## src/cam_pkg.sv

```systemverilog
// Shared constants and types for the content-addressable memory link
package cam_pkg;
    // ------------------------------------------------------------
    // Geometry
    // ------------------------------------------------------------
    localparam int unsigned CAM_WORDS = 32;
    localparam int unsigned CAM_WIDTH = 32;
    localparam int unsigned CAM_HALF  = 16;
    localparam int unsigned CAM_IDX_W = 5;
    // ------------------------------------------------------------
    // Write timing, in clock cycles
    // ------------------------------------------------------------
    localparam int unsigned WR_CYCLES_PLAIN  = 2;
    localparam int unsigned WR_CYCLES_MASKED = 3;
    // ------------------------------------------------------------
    // Configuration-time contents; care bit 1 = compared
    // ------------------------------------------------------------
    localparam logic [CAM_WIDTH-1:0] INIT_DATA = 32'h0000_0000;
    localparam logic [CAM_WIDTH-1:0] INIT_CARE = 32'hFFFF_FFFF;
    localparam logic [CAM_WIDTH-1:0] CARE_ALL  = 32'hFFFF_FFFF;

    typedef logic [CAM_WIDTH-1:0] word_t;
    typedef logic [CAM_IDX_W-1:0] idx_t;
    typedef logic [CAM_HALF-1:0]  half_t;
    typedef logic [CAM_WORDS-1:0] match_t;
endpackage : cam_pkg

```

## src/cam_link_if.sv

```systemverilog
// Link between the memory block and the fabric user logic
`timescale 1ns/100ps
`default_nettype none
interface cam_link_if;
    import cam_pkg::*;
    logic  wr_req;
    idx_t  wr_addr;
    word_t wr_data;
    word_t wr_care;
    logic  wr_done;
    logic  srch_req;
    word_t srch_key;
    logic  srch_unenc;
    logic  srch_ready;
    logic  res_valid;
    logic  res_hit;
    logic  res_multi;
    idx_t  res_addr;
    half_t res_lines;
    logic  res_upper;

    modport dev (
        input  wr_req, wr_addr, wr_data, wr_care, srch_req, srch_key,
               srch_unenc,
        output wr_done, srch_ready, res_valid, res_hit, res_multi,
               res_addr, res_lines, res_upper
    );
    modport user (
        output wr_req, wr_addr, wr_data, wr_care, srch_req, srch_key,
               srch_unenc,
        input  wr_done, srch_ready, res_valid, res_hit, res_multi,
               res_addr, res_lines, res_upper
    );
endinterface : cam_link_if
`default_nettype wire

```

## src/cam_block.sv

```systemverilog
// Content-addressable memory end: 32 words, ternary compare
`timescale 1ns/100ps
`default_nettype none
// Functional notes
// (RQ1) Store 32 words of 32 bits, compare all
// (RQ2) Each stored bit definite or don't-care
// (RQ3) Don't-care bits never block a match
// (RQ4) Encoded mode returns matching word index
// (RQ5) Unencoded mode drives 16 one-hot result lines; here one line per matching word, so several or none can be high
// (RQ6) Unencoded result spans two cycles, both captured
// (RQ7) Writer avoids duplicates when using encoded output
// (RQ8) Unencoded mode reports all matches together
// (RQ9) Contents preset at configuration, writable later
// (RQ10) Plain write takes two cycles, request held
// (RQ11) Don't-care write takes a third cycle
// (RQ12) No match: no lines high, miss signalled
module cam_block (
    input  wire logic mclk,
    input  wire logic rst,
    cam_link_if.dev   link
);
    import cam_pkg::*;

    // ------------------------------------------------------------
    // Types and storage
    // ------------------------------------------------------------
    // One-hot codes, one bit per state
    typedef enum logic [3:0] {
        ST_IDLE  = 4'b0001,
        ST_DATA  = 4'b0010,
        ST_MASK  = 4'b0100,
        ST_UPPER = 4'b1000
    } cam_state_t;

    cam_state_t state_reg;
    cam_state_t state_next;
    word_t      data_mem [CAM_WORDS];
    word_t      care_mem [CAM_WORDS];
    match_t     match_vec;
    half_t      upper_reg;
    logic       masked_wr;
    logic       srch_take;

    // ------------------------------------------------------------
    // Compare functions
    // ------------------------------------------------------------
    function automatic logic word_hit(input word_t stored,
                                      input word_t care,
                                      input word_t key);
        // Care bit 1 compares, 0 is a don't-care
        word_hit = ((stored ^ key) & care) == '0; // see (RQ3)
    endfunction : word_hit

    function automatic idx_t first_hit(input match_t m);
        // Lowest index wins; duplicates show on res_multi and on the res_lines beats
        first_hit = '0;
        for (int i = CAM_WORDS - 1; i >= 0; i--) begin
            if (m[i]) begin
                first_hit = idx_t'(i);
            end
        end
    endfunction : first_hit

    function automatic logic many_hits(input match_t m);
        // Clearing the lowest set bit leaves something on two or more
        many_hits = (m & (m - match_t'(1))) != '0;
    endfunction : many_hits

    // ------------------------------------------------------------
    // Parallel compare of every word
    // ------------------------------------------------------------
    // All words at once; no priority at this stage
    always_comb begin
        for (int i = 0; i < CAM_WORDS; i++) begin
            match_vec[i] = word_hit(data_mem[i], care_mem[i],
                                    link.srch_key); // see (RQ1)
        end
    end

    // ------------------------------------------------------------
    // Handshakes
    // ------------------------------------------------------------
    // Any cleared care bit costs the write a third cycle
    assign masked_wr  = link.wr_care != CARE_ALL;
    // Writes win over searches; searches wait while ready is low
    assign link.srch_ready = (state_reg == ST_IDLE) && !link.wr_req;
    assign srch_take  = link.srch_ready && link.srch_req;
    // Done marks the last write cycle; the user drops its request
    // on the edge that ends it, so no word is written twice
    assign link.wr_done =
        ((state_reg == ST_DATA) && !masked_wr) ||
        (state_reg == ST_MASK); // see (RQ10) see (RQ11)

    // ------------------------------------------------------------
    // Sequencer
    // ------------------------------------------------------------
    always_comb begin
        state_next = state_reg;
        case (state_reg)
            ST_IDLE: begin
                if (link.wr_req) begin
                    state_next = ST_DATA;
                end else if (srch_take && link.srch_unenc) begin
                    state_next = ST_UPPER;
                end
            end
            ST_DATA: begin
                state_next = masked_wr ? ST_MASK : ST_IDLE; // see (RQ11)
            end
            ST_MASK: begin
                state_next = ST_IDLE;
            end
            // Second beat of an unencoded result
            ST_UPPER: begin
                state_next = ST_IDLE;
            end
            default: begin
                state_next = ST_IDLE;
            end
        endcase
    end

    always_ff @(posedge mclk or posedge rst) begin
        if (rst) begin
            state_reg <= ST_IDLE;
        end else begin
            state_reg <= state_next;
        end
    end

    // ------------------------------------------------------------
    // Word storage
    // ------------------------------------------------------------
    // Reset stands in for configuration preload
    always_ff @(posedge mclk or posedge rst) begin
        if (rst) begin
            for (int i = 0; i < CAM_WORDS; i++) begin
                data_mem[i] <= INIT_DATA; // see (RQ9)
            end
        end else if (state_reg == ST_DATA) begin
            data_mem[link.wr_addr] <= link.wr_data; // see (RQ9)
        end
    end

    // ------------------------------------------------------------
    // Care masks
    // ------------------------------------------------------------
    // Plain write sets full care so an old mask never lingers
    // Masked word sees new data under the old mask for one cycle;
    // harmless, since searches are held off until the write ends
    always_ff @(posedge mclk or posedge rst) begin
        if (rst) begin
            for (int i = 0; i < CAM_WORDS; i++) begin
                care_mem[i] <= INIT_CARE;
            end
        end else if (state_reg == ST_DATA && !masked_wr) begin
            care_mem[link.wr_addr] <= CARE_ALL;
        end else if (state_reg == ST_MASK) begin
            care_mem[link.wr_addr] <= link.wr_care; // see (RQ2)
        end
    end

    // ------------------------------------------------------------
    // Result beats
    // ------------------------------------------------------------
    // One pulse per beat; upper flag only on the second
    always_ff @(posedge mclk or posedge rst) begin
        if (rst) begin
            link.res_valid <= 1'b0;
            link.res_upper <= 1'b0;
        end else begin
            link.res_valid <= srch_take || (state_reg == ST_UPPER);
            link.res_upper <= (state_reg == ST_UPPER); // see (RQ6)
        end
    end

    // ------------------------------------------------------------
    // Result summary
    // ------------------------------------------------------------
    // Held until the next take, so the reader may sample late
    always_ff @(posedge mclk or posedge rst) begin
        if (rst) begin
            link.res_hit   <= 1'b0;
            link.res_multi <= 1'b0;
            link.res_addr  <= '0;
        end else if (srch_take) begin
            link.res_hit   <= match_vec != '0; // see (RQ12)
            link.res_multi <= many_hits(match_vec); // see (RQ8)
            link.res_addr  <= first_hit(match_vec); // see (RQ4)
        end
    end

    // ------------------------------------------------------------
    // Result lines
    // ------------------------------------------------------------
    // Upper half latched at the take; the key may move after it
    always_ff @(posedge mclk or posedge rst) begin
        if (rst) begin
            link.res_lines <= '0;
            upper_reg      <= '0;
        end else if (srch_take) begin
            // Lower half first; encoded mode also shows it
            link.res_lines <= match_vec[CAM_HALF-1:0]; // see (RQ5)
            upper_reg      <= match_vec[CAM_WORDS-1:CAM_HALF];
        end else if (state_reg == ST_UPPER) begin
            link.res_lines <= upper_reg; // see (RQ6)
        end
    end
endmodule : cam_block
`default_nettype wire

```

## src/flat_wrapper.sv

```systemverilog
// flat-port wrapper written by rule: the top's interface ports become plain ports
module cam_block_flat import cam_pkg::*;
  (mclk, rst, link_wr_req, link_wr_addr, link_wr_data, link_wr_care, link_srch_req, link_srch_key, link_srch_unenc, link_wr_done, link_srch_ready, link_res_valid, link_res_hit, link_res_multi, link_res_addr, link_res_lines, link_res_upper);
  cam_link_if link_i ();
  input  wire logic mclk;
  input  wire logic rst;
  input wire logic [$bits(link_i.wr_req)-1:0] link_wr_req;
  input wire logic [$bits(link_i.wr_addr)-1:0] link_wr_addr;
  input wire logic [$bits(link_i.wr_data)-1:0] link_wr_data;
  input wire logic [$bits(link_i.wr_care)-1:0] link_wr_care;
  input wire logic [$bits(link_i.srch_req)-1:0] link_srch_req;
  input wire logic [$bits(link_i.srch_key)-1:0] link_srch_key;
  input wire logic [$bits(link_i.srch_unenc)-1:0] link_srch_unenc;
  output wire logic [$bits(link_i.wr_done)-1:0] link_wr_done;
  output wire logic [$bits(link_i.srch_ready)-1:0] link_srch_ready;
  output wire logic [$bits(link_i.res_valid)-1:0] link_res_valid;
  output wire logic [$bits(link_i.res_hit)-1:0] link_res_hit;
  output wire logic [$bits(link_i.res_multi)-1:0] link_res_multi;
  output wire logic [$bits(link_i.res_addr)-1:0] link_res_addr;
  output wire logic [$bits(link_i.res_lines)-1:0] link_res_lines;
  output wire logic [$bits(link_i.res_upper)-1:0] link_res_upper;
  assign link_i.wr_req = link_wr_req;
  assign link_i.wr_addr = link_wr_addr;
  assign link_i.wr_data = link_wr_data;
  assign link_i.wr_care = link_wr_care;
  assign link_i.srch_req = link_srch_req;
  assign link_i.srch_key = link_srch_key;
  assign link_i.srch_unenc = link_srch_unenc;
  assign link_wr_done = link_i.wr_done;
  assign link_srch_ready = link_i.srch_ready;
  assign link_res_valid = link_i.res_valid;
  assign link_res_hit = link_i.res_hit;
  assign link_res_multi = link_i.res_multi;
  assign link_res_addr = link_i.res_addr;
  assign link_res_lines = link_i.res_lines;
  assign link_res_upper = link_i.res_upper;
  cam_block u_core (.mclk(mclk), .rst(rst), .link(link_i));
endmodule
```

## config.mk

```make
export PLATFORM = sky130hd
export DESIGN_NAME = cam_block_flat
export DESIGN_NICKNAME = d
export VERILOG_FILES = /design/src/cam_pkg.sv /design/src/cam_link_if.sv /design/src/cam_block.sv /design/src/flat_wrapper.sv
export SDC_FILE = /design/constraint.sdc
export NUM_CORES = 2
export LEC_CHECK = 0
export BUFFER_PORTS_ARGS = -buffer_cell sky130_fd_sc_hd__buf_4
export CAP_MARGIN = 10
export CORE_MARGIN = 2
export CORE_UTILIZATION = 35
export DETAILED_ROUTE_END_ITERATION = 12
export PLACE_DENSITY_LB_ADDON = 0.25
export SLEW_MARGIN = 5
export SYNTH_ARGS = -nofsm -noshare
export SYNTH_HDL_FRONTEND = slang
export SYNTH_SLANG_ARGS = --single-unit
```

## constraint.sdc

```tcl
create_clock -name mclk -period 139.7 [get_ports mclk]
set_input_delay 27.94 -clock mclk [delete_from_list [all_inputs] [get_ports mclk]]
set_output_delay 27.94 -clock mclk [all_outputs]
set_load 0.03 [all_outputs]
```

Yosys cells after proc, flatten, opt, wreduce, memory -nomap -nowiden
Cells that the tools add are included. W data, S select, Z words.

Register bits: 2093. Input bits: 106. Output and inout port bits: 27. Word-level logic and storage cells: 237.

Add/subtract/negate cells: 1. Magnitude comparators: 2. Equality and inequality tests: 6. Multiplexer cells: 44. Bitwise operators: 67. Reduce and logical (&&, ||, !) cells: 45.

Operators by type and width (count): $bwmux W1024 (2); $mux W1024 (2); $and A32 B32 Y32 (33); $logic_not A32 Y1 (32); $or A1024 B1024 Y1024 (1); $xor A32 B32 Y32 (32); $demux W32 S5 (1); $mux W5 (32); $reduce_bool A32 Y1 (2); $mux W16 (2); $mux W32 (1); $ne A32 B32 Y1 const B (1); $sub A32 B1 Y32 const B (1); $mux W4 (2); $pmux W4 S2 (1); $ge A6 B6 Y1 const B (1); $lt A6 B1 Y1 const B (1); $not A5 Y6 (1); $logic_and A1 B1 Y1 (5); $eq A4 B1 Y1 const B (1); $eq A4 B2 Y1 const B (1); $eq A4 B3 Y1 const B (1); $eq A4 B4 Y1 const B (1); $reduce_bool A2 Y1 (2); other kinds (4) (6).

Longest topological paths before layout
Depth after elaboration: 35. Depth in mapped cells: 13. Gate-level depth less buffers: 10.

Worst setup path after synthesis
Ideal clock, no wire load.

Kind: input to output. Start point: input port link_wr_care[23]. End point: output port link_wr_done. Data arrival time: 29.302 ns. Data required time: 111.760 ns. Path slack: 82.458 ns. Stages: 6. Path buffers: 2. Cells stage by stage: clkbuf_1 nand4_1 nor4_1 a31oi_1 clkbuf_1 inv_1.

Cells in the longest elaborated chain, start to end: 4.

Ends and longest elaborated chain: start, declared (RTL line flat_wrapper.sv:10) `input wire logic [$bits(link_i.wr_care)-1:0] link_wr_care;`; $ne A32 B32 Y1 (RTL line cam_block.sv:84) `assign masked_wr = link.wr_care != CARE_ALL;`; $logic_not A1 Y1 (RTL line cam_block.sv:91) `((state_reg == ST_DATA) && !masked_wr) ||`; $logic_and A1 B1 Y1 (RTL line cam_block.sv:91); $logic_or A1 B1 Y1 (RTL line cam_block.sv:91); end, declared (RTL line flat_wrapper.sv:14) `output wire logic [$bits(link_i.wr_done)-1:0] link_wr_done;`.

Every way passes these cells.

Final worst setup path
Start point: input port link_wr_care[18]. End point: output port link_wr_done.

Same word-level chain as after synthesis.

==> results.py <==
metrics = {
    "yosys": {
        "postSynth.topFlopCell": "dfrtp_1",
        "ys_warn_count": 0,
        "synth_top_cell_area_share_pct": 28.7,
        "yosys_register_bits": 2093,
        "yosys-top-cells-area": "dfstp_2 29%, dfrtp_1 28%, mux2_2 12%, o22a_1 9.6%, xor2_1 9.5%",
        "ys_types": 67,
        "synth-edff-count": 0,
        "synth_top_area_cell": "dfstp_2",
        "async_reset_ff_share_pct": 100,
        "synth_area_per_cell_sq_um": 13.6,
        "synth_area_sq_um": 93900,
        "cell_count_after_synthesis": 6914,
        "postSynthNetCount": 7020,
        "ys_seq_area_share_pct": 57.2,
    },
    "finish": {
        "drive_above_1_share_pct": 40.1,
        "num-nets-final": 6887,
        "final_cells": 10559,
        "largest_registers": "u_core.care_mem x1024, u_core.data_mem x1024",
        "syn2layout_area_growth_pct": 11.8,
        "design_area_sq_um": 105000,
    },
    "power": {
        "power.density_nw_per_um2": 16.2,
        "finalPower_w": 0.00170,
        "p_leak_nw": 46.3,
        "ir_drop_v": 0.0000173,
    },
    "sta": {
        "period_needed_ns": 58.89,
        "max_freq_mhz": 17.0,
        "final-max-slew-violation-count": 0,
        "fin_crit_sh_pct": 42.2,
        "grt_setup_unrepaired": "no",
        "max-slew-margin-rel_pct": 11.1,
        "final-hold-violation-count": 0,
        "setup-tns-final_ns": 0,
        "worst-slew-pin-transition_ns": 1.32,
        "finalSetupViolations": 0,
        "fin_worst_skew_ns": 0.0298,
    },
    "placed_design": {
        "io_buffer_count": 132,
        "placed_cell_area_sq_um": 97400,
        "dp_hpwl_mm": 189,
        "gp_congestion": 0.797,
        "place.detailed.instances": 10103,
    },
    "floorplan": {
        "floorplan.initialDensity_pct": 35.1,
        "ios": 133,
        "row_count": 190,
        "die_width_microns": 522,
        "floorplan.die.height_microns": 522,
        "placeableCoreArea_sq_um": 267000,
        "dieArea_sq_um": 272000,
    },
    "setup_path": {
        "critical_path_peak_fanout": 33,
        "r2r_slack_ns": 136.20,
        "worst_path_required_time_ns": 111.76,
        "critical_path_class": "in -> out",
        "critPathCaptureType": "output port",
        "arrival_ns": 30.95,
        "critPathLaunchType": "input pin",
    },
    "clock_tree": {
        "ctsLongestPathBuffers": 3,
        "worst_setup_hold_path_clk_slew_ns": 0.06,
        "cts_tree": "built",
        "tritoncts_num_sinks": 2093,
        "clockRootBuffer": "clkbuf_16",
        "clock_latency_ns": 0.88,
        "cts_post_setup_buffers_inserted": 0,
        "numCtsBuffers": 224,
        "cts.htree.levels": 4,
        "cts-resized-gates": 0,
        "hold_buffer_count_at_cts": 0,
    },
    "grt": {
        "grt_max_degree": 173,
        "grt_pass1_vias": 61415,
        "overflow": 0,
        "grt.total_usage_pct": 25.2,
        "wire_length_of_the_first_global_routing_pass_mm": 485,
        "number_of_antenna_violations_at_the_first_check_in_global_routing": 43,
    },
    "min_path": {
        "hold_path.class": "reg -> reg",
    },
    "drt": {
        "post-route-drc-count": 0,
        "avgRoutedWirePerCell_microns": 33.1,
        "wl_mm": 350,
        "firstDrtPassIters": 6,
        "drt-initial-drc-count": 5648,
        "final_antenna_net_count": 0,
        "vias": 61569,
        "detail_route.vias_per_cell": 5.83,
    },
    "job": {
        "drv.max_cap_violation_count": 0,
    },
    "status": {
        "outcome": "finished clean",
    },
}
## power breakdown
group / internal, W / switching, W / total, W
clock: 0.000347 / 0.000254 / 0.000601
combinational: 0.000131 / 0.000207 / 0.000338
sequential: 0.000709 / 0.0000510 / 0.000760
## cell families after synthesis
| group | synth area share [%] |
|---|---|
| xor+xnor | 9.56 |
| fa+ha+maj | 0.0227 |
| buf+inv | 3.93 |
| flops | 57.2 |
| simple gates | 2.74 |
| compound gates | 14.1 |
| mux | 12.5 |
## per-stage QoR
step / setup slack [ns] / hold WS (ns) / utilization (%)
after floorplan: 54.33 / 0.446 / -
after global placement: 80.73 / 0.461 / 36.4
after detailed placement: 80.87 / 0.465 / 36.4
after CTS: 80.86 / 0.479 / 39.2
after global routing: 80.83 / 0.501 / 39.2
final: 80.81 / 0.474 / 39.2
## area by class of cell
cell class,instances,area (sq um)
diodes,26,65.1
clock buffers,375,6810
clock inverters,51,588
fillers,25032,162000
inverters,7,33.8
multi-input cells,4138,36900
flip-flops and latches,2093,53700
well taps,3552,4440
repair buffers,317,2500
## metal layers
metal	wire (microns)	vias up	GRT usage (%)	share of wire [%]
li1	-	25066	-	-
met1	147000	33415	33.1	42
met2	165000	2395	41.2	47
met3	23400	679	4.54	6.7
met4	14700	14	10.2	4.2
met5	87	-	0	0.025
## cells in the final DEF (no fill, tap or decap), drive strengths merged, types with 130 or more instances in the layout
master / instances
nand4: 137
a22oi: 513
o22a: 1024
dfrtp: 1068
xor2: 1024
buf: 317
clkbuf: 375
nand2: 130
dfstp: 1025
mux2: 1024
## cell usage after synthesis (all sizes together), types with 29 or more instances
cell type and n:
a22oi 513, buf 214, clkbuf 462, dfrtp 1068, dfstp 1025, mux2 1024
nand2 130, nand4 137, nor2 78, nor3 29, nor4 38, o22a 1024
xor2 1024
## worst paths after layout
| path | start | end | cells after the start |
|---|---|---|---|
| min | u_core.upper_reg[8] | u_core.upper_reg[8] | 2 |
| max in group asynchronous | rst | u_core.data_mem[870] | 7 |
| min reg2reg | u_core.upper_reg[8] | u_core.upper_reg[8] | 2 |
| max reg2reg | u_core.data_mem[152] | u_core.link.res_addr[1] | 10 |
| min in group asynchronous | rst | u_core.data_mem[121] | 2 |
| max | link_wr_care[18] | link_wr_done | 7 |
## worst max-delay path: stages
cell	delay [ns]
buf_4	0.73
nand4_1	0.26
nor4_1	0.81
a31oi_4	0.14
buf_4	0.40
inv_1	0.30
buf_4	0.21
Power figures use the tool's default switching activity.
